[src/design/ais_pkg.sv]
package ais_pkg;

  localparam int unsigned DIGITS  = 5;
  localparam int unsigned DIGIT_W = 4;
  localparam int unsigned ADDR_W  = 20;

  // instruction ring steps at which the units digit of an address has been read in
  localparam logic [3:0] IRING_STEP_A = 4'h5;
  localparam logic [3:0] IRING_STEP_B = 4'hA;

  // indexing ring positions, 0 means the ring is off
  localparam logic [2:0] RING_OFF        = 3'h0;
  localparam logic [2:0] RING_FIRST      = 3'h1;
  localparam logic [2:0] RING_UNITS      = 3'h2;
  localparam logic [2:0] RING_LAST_READ  = 3'h5;
  localparam logic [2:0] RING_FINAL      = 3'h6;
  localparam logic [2:0] RING_STEP       = 3'h1;

  // index register storage map
  localparam logic [6:0] IR_FIRST_LOC  = 7'h19;
  localparam logic [6:0] IR_STRIDE     = 7'h05;
  localparam logic [6:0] IR_ONE        = 7'h01;
  localparam logic [6:0] IR_TEN        = 7'h0A;
  localparam logic [11:0] ADDR_HIGH_ZERO = 12'h000;

  localparam logic [3:0] BCD_NINE = 4'h9;
  localparam logic [4:0] BCD_TEN  = 5'h0A;
  localparam logic [3:0] DIGIT_ZERO = 4'h0;
  localparam logic [19:0] ADDR_ZERO = 20'h00000;

  typedef enum logic [3:0]
  {
    ST_IDLE = 4'h1,
    ST_XCTRL = 4'h2,
    ST_XCYC = 4'h4,
    ST_WRBK = 4'h8
  } ais_state_t;

endpackage

[src/design/ais_sequencer.sv]
// What this block does
// - index cycle latch sets from its control latch at gate phase B
// - ring position one sets in instruction cycle, indexing, no word mark, step 5 or 10
// - during readout the tens digit of register address is the computed location divided by ten
// - at ring positions one to five the units digit is that location modulo ten
// - upper positions of the register address are always zero
// - first address select rises when indexing and instruction step is 5
// - address double operations also raise the second address select
// - C address register (D address register for B field indexing) reads out from phase B to last gate each cycle
// - true index start rises at ring position two with plus sign on B channel
// - B channel digit sign chooses true or complement addition
// - ring positions two to five request another index cycle
// - indexed first address digits go into the first operand register, the last at ring position six
// - C cycle control sets at ring six with instruction step 5
// - the C cycle after indexing is the normal read-out C cycle
// - B field indexing sets D cycle control at ring six and step 10
// - address double operations load the result into first, second and saved registers
// - four zone tag bits weigh 8 4 2 1 naming register 1 to 15; zero none
// - fifteen five digit registers start at location 25, five locations apart
// - five index cycles add units first; instruction ring holds meanwhile
// - carry out of the top digit is dropped, no overflow indication
`timescale 1ns/10ps
`default_nettype none

module ais_sequencer
  import ais_pkg::*;
(
  input  wire logic        clock,
  input  wire logic        sys_rst,
  input  wire logic        i_cycle,
  input  wire logic [3:0]  iring_step,
  input  wire logic        gate_phase_a,
  input  wire logic        gate_phase_b,
  input  wire logic        gate_last,
  input  wire logic        hund_tag_b,
  input  wire logic        hund_tag_a,
  input  wire logic        tens_tag_b,
  input  wire logic        tens_tag_a,
  input  wire logic        addr_double_op,
  input  wire logic        b_word_mark,
  input  wire logic        b_sign_plus,
  input  wire logic [3:0]  b_digit,
  input  wire logic [19:0] c_addr,
  input  wire logic [19:0] d_addr,
  input  wire logic        wrbk_done,
  output logic             index_required,
  output logic             iring_hold,
  output logic             index_reg_address_readout,
  output logic             mem_read_q,
  output logic      [19:0] mem_addr_q,
  output logic             first_addr_index_select,
  output logic             second_addr_index_select,
  output logic             index_cycle,
  output logic      [2:0]  ring_q,
  output logic             c_readout_q,
  output logic             d_readout_q,
  output logic             start_true_index,
  output logic             true_add_b_q,
  output logic      [19:0] first_operand_addr_reg,
  output logic      [19:0] second_addr_reg,
  output logic      [19:0] saved_second_addr_reg,
  output logic             c_cycle_ctrl,
  output logic             d_cycle_ctrl
);

  ais_state_t state_q;
  ais_state_t state_d;

  logic [3:0] reg_num;
  logic       step_a;
  logic       step_b;
  logic       start_x;
  logic       phase_b_hit;
  logic       cycle_end;
  logic       ring_more;
  logic       ring_final;
  logic       field_b_q;
  logic       double_q;
  logic [6:0] loc;
  logic [6:0] loc_tens;
  logic [6:0] loc_units;
  logic [2:0] ring_d;
  logic [2:0] dig_idx;
  logic [19:0] src_addr;
  logic [3:0] a_digit;
  logic [3:0] sum_digit;
  logic       carry_out;
  logic       carry_q;
  logic       carry_in;
  logic       complement;
  logic       dig_we;
  logic       first_we;
  logic       second_we;
  logic       saved_we;
  logic [3:0] first_dig_q [DIGITS];
  logic [3:0] second_dig_q [DIGITS];
  logic [3:0] saved_dig_q [DIGITS];

  assign reg_num        = {hund_tag_b, hund_tag_a, tens_tag_b, tens_tag_a};
  assign index_required = (reg_num != 4'h0);
  assign step_a         = (iring_step == IRING_STEP_A);
  assign step_b         = (iring_step == IRING_STEP_B);

  assign first_addr_index_select  = index_required && step_a;
  assign second_addr_index_select = index_required && (step_b || (step_a && addr_double_op));

  // a tagless address never leaves idle, so read-out runs on untouched
  assign start_x = (state_q == ST_IDLE) && i_cycle && index_required && !b_word_mark
                   && (step_a || step_b);

  assign index_reg_address_readout = (state_q == ST_XCTRL);
  assign index_cycle  = (state_q == ST_XCYC);
  assign phase_b_hit  = (state_q == ST_XCTRL) && gate_phase_b;
  assign cycle_end    = index_cycle && gate_last;
  assign ring_more    = (ring_q >= RING_UNITS) && (ring_q <= RING_LAST_READ);
  assign ring_final   = (ring_q == RING_FINAL);

  // the ring holds the instruction ring for the whole indexing run and its write back
  assign iring_hold   = (state_q != ST_IDLE) || start_x;

  assign c_cycle_ctrl = (state_q == ST_WRBK) && !field_b_q;
  assign d_cycle_ctrl = (state_q == ST_WRBK) && field_b_q;

  always_comb
  begin
    state_d = state_q;
    case (state_q)
      ST_IDLE:
      begin
        if (start_x)
          state_d = ST_XCTRL;
      end
      ST_XCTRL:
      begin
        if (gate_phase_b)
          state_d = ST_XCYC;
      end
      ST_XCYC:
      begin
        if (gate_last && ring_more)
          state_d = ST_XCTRL;
        else if (gate_last && ring_final)
          state_d = ST_WRBK;
      end
      ST_WRBK:
      begin
        if (wrbk_done)
          state_d = ST_IDLE;
      end
      default:
      begin
        state_d = ST_IDLE;
      end
    endcase
  end

  always_ff @(posedge clock or posedge sys_rst)
  begin
    if (sys_rst)
      state_q <= ST_IDLE;
    else
      state_q <= state_d;
  end

  // the ring advances at phase B, so position p reads register digit p and adds digit p-1
  assign ring_d = start_x ? RING_FIRST :
                  phase_b_hit ? (ring_q + RING_STEP) :
                  ((state_q == ST_WRBK) && wrbk_done) ? RING_OFF : ring_q;

  always_ff @(posedge clock or posedge sys_rst)
  begin
    if (sys_rst)
      ring_q <= RING_OFF;
    else
      ring_q <= ring_d;
  end

  always_ff @(posedge clock or posedge sys_rst)
  begin
    if (sys_rst)
    begin
      field_b_q <= 1'b0;
      double_q  <= 1'b0;
    end
    else if (start_x)
    begin
      field_b_q <= step_b;
      double_q  <= addr_double_op && step_a;
    end
  end

  // location = first + stride * (register - 1) + (ring - 1), below 100 at ring positions one to five
  assign loc       = IR_FIRST_LOC + 7'(IR_STRIDE * ({3'h0, reg_num} - IR_ONE))
                     + ({4'h0, ring_q} - IR_ONE);
  assign loc_tens  = loc / IR_TEN;
  assign loc_units = loc % IR_TEN;

  always_ff @(posedge clock or posedge sys_rst)
  begin
    if (sys_rst)
    begin
      mem_addr_q <= ADDR_ZERO;
      mem_read_q <= 1'b0;
    end
    else
    begin
      mem_read_q <= index_reg_address_readout && gate_phase_a;
      if (index_reg_address_readout && gate_phase_a)
        mem_addr_q <= {ADDR_HIGH_ZERO, loc_tens[3:0], loc_units[3:0]};
    end
  end

  // address register readout spans phase B to the last gate of each index cycle
  always_ff @(posedge clock or posedge sys_rst)
  begin
    if (sys_rst)
    begin
      c_readout_q <= 1'b0;
      d_readout_q <= 1'b0;
    end
    else if (phase_b_hit)
    begin
      c_readout_q <= !field_b_q;
      d_readout_q <= field_b_q;
    end
    else if (cycle_end)
    begin
      c_readout_q <= 1'b0;
      d_readout_q <= 1'b0;
    end
  end

  assign dig_idx  = (ring_q >= RING_UNITS) && (ring_q <= RING_FINAL) ? (ring_q - RING_UNITS) : 3'h0;
  assign src_addr = field_b_q ? d_addr : c_addr;
  assign a_digit  = src_addr[{dig_idx, 2'b00} +: DIGIT_W];

  assign start_true_index = index_cycle && (ring_q == RING_UNITS) && b_sign_plus;
  // only the units sign counts; it is held for the higher digits
  assign complement = (ring_q == RING_UNITS) ? !b_sign_plus : !true_add_b_q;
  assign carry_in   = (ring_q == RING_UNITS) ? complement : carry_q;

  ais_digit_adder u_adder
  (
    .addend_a   (a_digit),
    .addend_b   (b_digit),
    .carry_in   (carry_in),
    .complement (complement),
    .sum        (sum_digit),
    .carry_out  (carry_out)
  );

  always_ff @(posedge clock or posedge sys_rst)
  begin
    if (sys_rst)
    begin
      true_add_b_q <= 1'b1;
      carry_q      <= 1'b0;
    end
    else if (cycle_end)
    begin
      if (ring_q == RING_UNITS)
        true_add_b_q <= b_sign_plus;
      // the top carry is simply dropped, nothing flags it
      carry_q <= ring_final ? 1'b0 : carry_out;
    end
  end

  assign dig_we = cycle_end;
  assign first_we  = dig_we && !field_b_q;
  assign second_we = dig_we && (field_b_q || double_q);
  assign saved_we  = dig_we && double_q;

  genvar g;
  generate
    for (g = 0; g < DIGITS; g++)
    begin : g_dig
      logic hit;

      assign hit = (dig_idx == 3'(g));

      always_ff @(posedge clock or posedge sys_rst)
      begin
        if (sys_rst)
        begin
          first_dig_q[g]  <= DIGIT_ZERO;
          second_dig_q[g] <= DIGIT_ZERO;
          saved_dig_q[g]  <= DIGIT_ZERO;
        end
        else
        begin
          if (first_we && hit)
            first_dig_q[g] <= sum_digit;
          if (second_we && hit)
            second_dig_q[g] <= sum_digit;
          if (saved_we && hit)
            saved_dig_q[g] <= sum_digit;
        end
      end

      assign first_operand_addr_reg[g*DIGIT_W +: DIGIT_W] = first_dig_q[g];
      assign second_addr_reg[g*DIGIT_W +: DIGIT_W]        = second_dig_q[g];
      assign saved_second_addr_reg[g*DIGIT_W +: DIGIT_W]  = saved_dig_q[g];
    end
  endgenerate
endmodule

`default_nettype wire

[src/design/ais_digit_adder.sv]
`timescale 1ns/10ps
`default_nettype none

module ais_digit_adder
  import ais_pkg::*;
(
  input  wire logic [3:0] addend_a,
  input  wire logic [3:0] addend_b,
  input  wire logic       carry_in,
  input  wire logic       complement,
  output logic      [3:0] sum,
  output logic            carry_out
);

  logic [3:0] b_eff;
  logic [4:0] raw;
  logic [4:0] wrapped;

  // nines complement plus an initial carry gives tens complement subtraction
  assign b_eff     = complement ? (BCD_NINE - addend_b) : addend_b;
  assign raw       = {1'b0, addend_a} + {1'b0, b_eff} + {4'h0, carry_in};
  assign carry_out = (raw >= BCD_TEN);
  assign wrapped   = raw - BCD_TEN;
  assign sum       = carry_out ? wrapped[3:0] : raw[3:0];

endmodule

`default_nettype wire

[config.mk]
export PLATFORM = sky130hd
export DESIGN_NAME = ais_sequencer
export DESIGN_NICKNAME = d
export VERILOG_FILES = /design/src/design/ais_pkg.sv /design/src/design/ais_sequencer.sv /design/src/design/ais_digit_adder.sv
export SDC_FILE = /design/constraint.sdc
export NUM_CORES = 1
export LEC_CHECK = 0
export BUFFER_PORTS_ARGS = -buffer_cell sky130_fd_sc_hd__buf_4
export CORE_MARGIN = 2
export CORE_UTILIZATION = 30
export CTS_CLUSTER_SIZE = 16
export DETAILED_ROUTE_END_ITERATION = 6
export HOLD_SLACK_MARGIN = 0.02
export PLACE_DENSITY = 0.49
export SETUP_SLACK_MARGIN = 0.3
export SYNTH_ARGS = -nofsm -noshare
export SYNTH_HDL_FRONTEND = slang
export SYNTH_SLANG_ARGS = --single-unit
[constraint.sdc]
create_clock -name clock -period 14 [get_ports clock]
set_clock_uncertainty 0.1 [all_clocks]
set_input_delay 3.5 -clock clock [delete_from_list [all_inputs] [get_ports clock]]
set_output_delay 3.5 -clock clock [all_outputs]
set_load 0.005 [all_outputs]
Word-level counts from Yosys, hierarchy flattened:

Index checks and enable logic that the tools add are counted.

* logic and storage cells: 130
* input port bits: 62
* output and inout port bits: 96
* register bits after elaboration: 82

* reduce and logical (&&, ||, !) cells: 51
* multipliers: 1
* shift operators: 1
* equality and inequality tests: 17
* add/subtract/negate cells: 10
* order comparisons: 4
* div/mod/pow operators: 2
* muxes and demuxes: 19

Operator list (count)
* $logic_and 1x1->1: 37
* $mux 4: 7
* $mux 20: 1
* $shiftx 20x6->4: 1
* $pmux 4 s4: 1
* $mux 3: 4
* $eq 3x2->1 const B: 3
* $eq 4x3->1 const B: 2
* $eq 4x4->1 const B: 2
* $add 5x7->7 const A: 1
* $add 7x7->7: 1
* $div 7x4->7 const B: 1
* $mod 7x4->7 const B: 1
* $mul 4x5->7 const A: 1
* $eq 3x3->1 const B: 2
* $le 3x3->1 const B: 2
* $mux 1: 6
* $ne 2x2->1 const B: 3
* $add 4x4->5: 1
* $add 5x1->5: 1
* $ge 5x4->1 const B: 1
* $sub 4x1->5 const B: 1
* $eq 4x1->1 const B: 1
* $eq 4x2->1 const B: 1
* other kinds (17): 23

Logic depth before layout (Yosys ltp):

* depth in word-level cells: 8
* mapped depth: 21
* gate-level depth less buffers: 19

Modules after synthesis:

A second synthesis with hierarchy kept.

* cells, all modules: 521
* area total of the unflattened synthesis: 5439.0 um^2

By module, submodules not included
* ais_sequencer: cells an instance 480, sequential area each 2054.5 um^2, area each 5092.4 um^2, instances 1
* ais_digit_adder: cells an instance 41, sequential area each 0.0 um^2, area each 346.6 um^2, instances 1

Worst setup path before layout:

Ideal clock, no wire load.

* kind: input-to-output
* start: input port iring_step[1]
* end: output port iring_hold
* stages: 3
* data arrival time: 4.217 ns
* data required time: 10.400 ns
* buffers on the path: 0
* setup slack: 6.183 ns
* cells stage by stage: nor4bb_1 o2111ai_1 nand2_1

* word-level cells in the longest chain between the ends: 4
* elaborated cells between the ends (all ways): 5
* those cells by class: eq/ne: 2; reduce/logical: 3

RTL lines
* start, declared: RTL line ais_sequencer.sv:31 `input wire logic [3:0] iring_step,`
* $eq 4x3->1 or $eq 4x4->1 (tied branches): RTL line ais_sequencer.sv:101, ais_sequencer.sv:102
* $logic_or 1x1->1 *: RTL line ais_sequencer.sv:109 `&& (step_a || step_b);`
* $logic_and 1x1->1 *: RTL line ais_sequencer.sv:109
* $logic_or 1x1->1 *: RTL line ais_sequencer.sv:119 `assign iring_hold = (state_q != ST_IDLE) || start_x;`
* end, declared: RTL line ais_sequencer.sv:47 `output logic iring_hold,`

Every way passes the cells marked *; elsewhere a longest branch is shown, timed or not.

Worst setup path in the final report:

Same ends and word-level chain as after synthesis.

==> reports/results.tsv <==
metric	value	unit
Seq/Total Area, Yosys	40.0	%
clock share of power	16.5	%
post-route antenna net violation count	0	
RSZ-0062 raised after global routing	false	
clock sink count	82	
CP cell instances	buf_4 > nor4bb_1 > o2111ai_1 > nand2_1 > buf_4	
worst path required time	10.40	ns
setup violators final	0	
pwr/cell area	238	mW/mm²
DR WL/cell	16.0	µm
final RePlAce weighted congestion	0.838	
critical path endpoint category	output port	
R2R Path Start	ring_q[1]$_DFFE_PP0P_	
simple-gate share of the synthesized area	15.0	%
final antenna diode count	0	
# resized after CTS	0	
M3 GR Usage	3.87	%
reg2reg setup slack	8.09	ns
met1 Usage GRT	21.6	%
synthesized area	0.00513	mm²
main combinational cell family by area after synthesis	simple AND/OR/NAND/NOR gates	
Finished Cell Area	0.00675	mm²
status	finished, final reports clean	
gr usage total	16.0	%
vias per cell	4.77	
Top delay family on crit path	simple AND/OR/NAND/NOR gates	
clock root cell	clkbuf_16	
layout cells sized above 1	32.2	%
placed inst area	0.00642	mm²
DR DRC count	0	
leak pwr	3.39	nW
Levels on crit path	5	
Avg Inst Size Synth	9.73	µm²
fraction of synthesized cell area in xor and xnor cells	3.80	%
post-synthesis compound-gate area fraction	14.0	%
Netlist cell types	67	
die area	0.0182	mm²
number of synthesized flops with an enable pin	0	
htree depth	3	
busiest layer in global routing	met2	
total routed wirelength	14300	µm
port bufs	145	
Mapped Cells	527	
f_max	0.121	GHz
Area Overhead vs Synth	31.6	%
Int Power	0.000846	W
async set-reset flop share out of synthesis	100	%
Yosys Warn Count	0	
Critical Path Max Stage Delay	0.52	ns
Most common cell on crit path	buf_4	
clk slew on worst S/H paths	0.06	ns
crit path to	iring_hold	
TritonCTS clock tree	done	
starting density of the core	30.8	%
Overflow after GRT	0	
mux cell area share after synthesis	11.2	%
crit path launch	iring_step[1]	
DRT Pass-1 Iters	4	
period utilization	58.9	%
Post-CTS Hold Buffers	0	
largest net degree at the start of global routing	61	
actual slew at the worst max-slew pin	0.913	ns
Synth Area in Adders	10.6	%
switching fraction of total power	47.3	%
vias in the first global route	4298	
Final Hold Fails	0	
Reg2Reg Depth	19	
Total Nets Final	769	
Setup TNS Final	0	ns
max_slew headroom	38.6	%
part of the power in registers	16.9	%
CP Launch Type	primary input	
Top FF cell, synth	dfrtp_1	
First DRT Iteration DRCs	200	
total of max-cap violations	0	
Final min period	8.24	ns
Critical-path top delay cell	nor4bb_1	
die height	135	µm
clock buffer count from CTS	9	
clock buffer depth	2	
Core Area	0.0166	mm²
detailed placer's ending HPWL	11200	µm
synthesis-stage register bit count	82	
CP Data Arrival Time	4.64	ns
die span in x	135	µm
Hold Path Class	reg -> reg	
Crit Path Category	in -> out	
Final Max Tran Viols	0	
Setup Buffers After CTS	0	
worst vdd ir	0.000165	V
Comb power frac	66.6	%
crit path buf inv count	2	
Vias	4264	
Reg-to-Reg End	mem_addr_q[1]$_DFFE_PP0P_	
Psw	0.000759	W
I/O pin total	158	
initial antenna violation count	0	
first-pass GRT wire length	22700	µm
GR Util met2	25.2	%
row count	47	
Max Fanout on Critical Path	4	
clk_lat worst skew	0.34	ns
==> layer usage <==
layer	vias up	wire length, µm
met5	-	0
met4	0	277
met2	126	6640
met3	17	876
li1	2100	-
met1	2021	6470
==> final cells by class <==
class,count,area [µm²]
clock buffer,10,239
clock inverter,6,96.3
fill,1687,9890
inverter,29,110
multi-input combinational,396,2840
sequential,82,2050
tap,220,275
timing repair buffer,151,1130
==> synthesized netlist by cell type, types with 3 or more instances <==
cell | n | share of area (%)
nand2b_1 | 5 | 0.61
inv_1 | 29 | 2.1
and2_1 | 9 | 1.1
fa_1 | 9 | 3.5
o21ai_1 | 3 | 0.29
mux4_2 | 3 | 1.3
a31oi_1 | 3 | 0.37
nand2_1 | 67 | 4.9
dfrtp_1 | 80 | 39
buf_4 | 12 | 1.8
o21ai_0 | 36 | 3.5
xor2_1 | 6 | 1.0
nor4b_1 | 4 | 0.68
mux2_2 | 36 | 7.9
nor3_1 | 8 | 0.78
mux2i_1 | 10 | 2.0
nand3_1 | 7 | 0.68
nor2_1 | 47 | 3.4
o221ai_1 | 3 | 0.51
o211ai_1 | 3 | 0.44
ha_1 | 29 | 7.1
clkbuf_1 | 16 | 1.2
a21o_1 | 6 | 0.88
a21oi_1 | 36 | 3.5
xnor2_1 | 6 | 1.0
==> cell usage in the layout, fill, tap and decap left out, drive strengths merged, types with 12 or more instances in the layout <==
master and instances:
buf 151, dfrtp 80, nand2 67, nor2 47, o21ai 39, mux2 36, a21oi 36, inv 31
ha 29, conb 12
==> how the worst min path moves through the flow <==
stage                                               startpoint                                   end  slack [ns]  depth (start not counted)
after floorplan                            carry_q$_DFFE_PP0P_                   carry_q$_DFFE_PP0P_        0.35                          2
after global placement    saved_second_addr_reg[0]$_DFFE_PP0P_  saved_second_addr_reg[0]$_DFFE_PP0P_        0.36                          2
after detailed placement        second_addr_reg[3]$_DFFE_PP0P_        second_addr_reg[3]$_DFFE_PP0P_        0.37                          2
after CTS                       second_addr_reg[3]$_DFFE_PP0P_        second_addr_reg[3]$_DFFE_PP0P_        0.39                          2
after global routing      saved_second_addr_reg[1]$_DFFE_PP0P_  saved_second_addr_reg[1]$_DFFE_PP0P_        0.41                          2
final                     saved_second_addr_reg[3]$_DFFE_PP0P_  saved_second_addr_reg[3]$_DFFE_PP0P_        0.38                          2
==> cells by family after synthesis <==
| logic type | after synthesis |
|---|---|
| AND/OR/NAND/NOR | 165 |
| other | 1 |
| XOR/XNOR | 16 |
| buffers and inverters | 60 |
| AO/OA/AOI/OAI | 116 |
| adder cells (fa/ha/maj) | 38 |
| multiplexers | 49 |
| flip-flops | 82 |
==> metrics by stage <==
stage	std cells	util, %	hold slack [ns]	total power [W]	setup slack, ns
after global placement	878	38.6	0.362	0.00131	5.78
after CTS	894	40.6	0.387	0.00161	5.74
after floorplan	538	-	0.350	0.00108	6.18
after detailed placement	878	38.6	0.372	0.00134	5.72
after global routing	894	40.6	0.406	0.00175	5.61
final	894	40.6	0.385	0.00161	5.76
==> worst reg2reg max path, stage by stage (launching register included) <==
cell,delay (ns)
dfrtp_1,0.57
inv_1,0.30
ha_1,0.30
a21boi_2,0.45
ha_1,0.31
inv_1,0.10
fa_1,0.44
fa_1,0.52
inv_1,0.04
ha_1,0.40
a21oi_1,0.18
xnor3_1,0.45
nand2_1,0.26
o21ai_0,0.21
o211ai_1,0.23
o31ai_1,0.12
ha_1,0.22
a31oi_1,0.33
nor4_1,0.08
nand3b_1,0.17
==> power groups by stage <==
stage / Sequential (W) / Clock (W) / Combinational [W]
after CTS: 0.000271 / 0.000272 / 0.00107
after global routing: 0.000274 / 0.000284 / 0.00119
after detailed placement: 0.000276 / 0 / 0.00106
after global placement: 0.000275 / 0 / 0.00104
after floorplan: 0.000266 / 0 / 0.000816
final: 0.000271 / 0.000265 / 0.00107
Power figures use the tool's default switching activity.
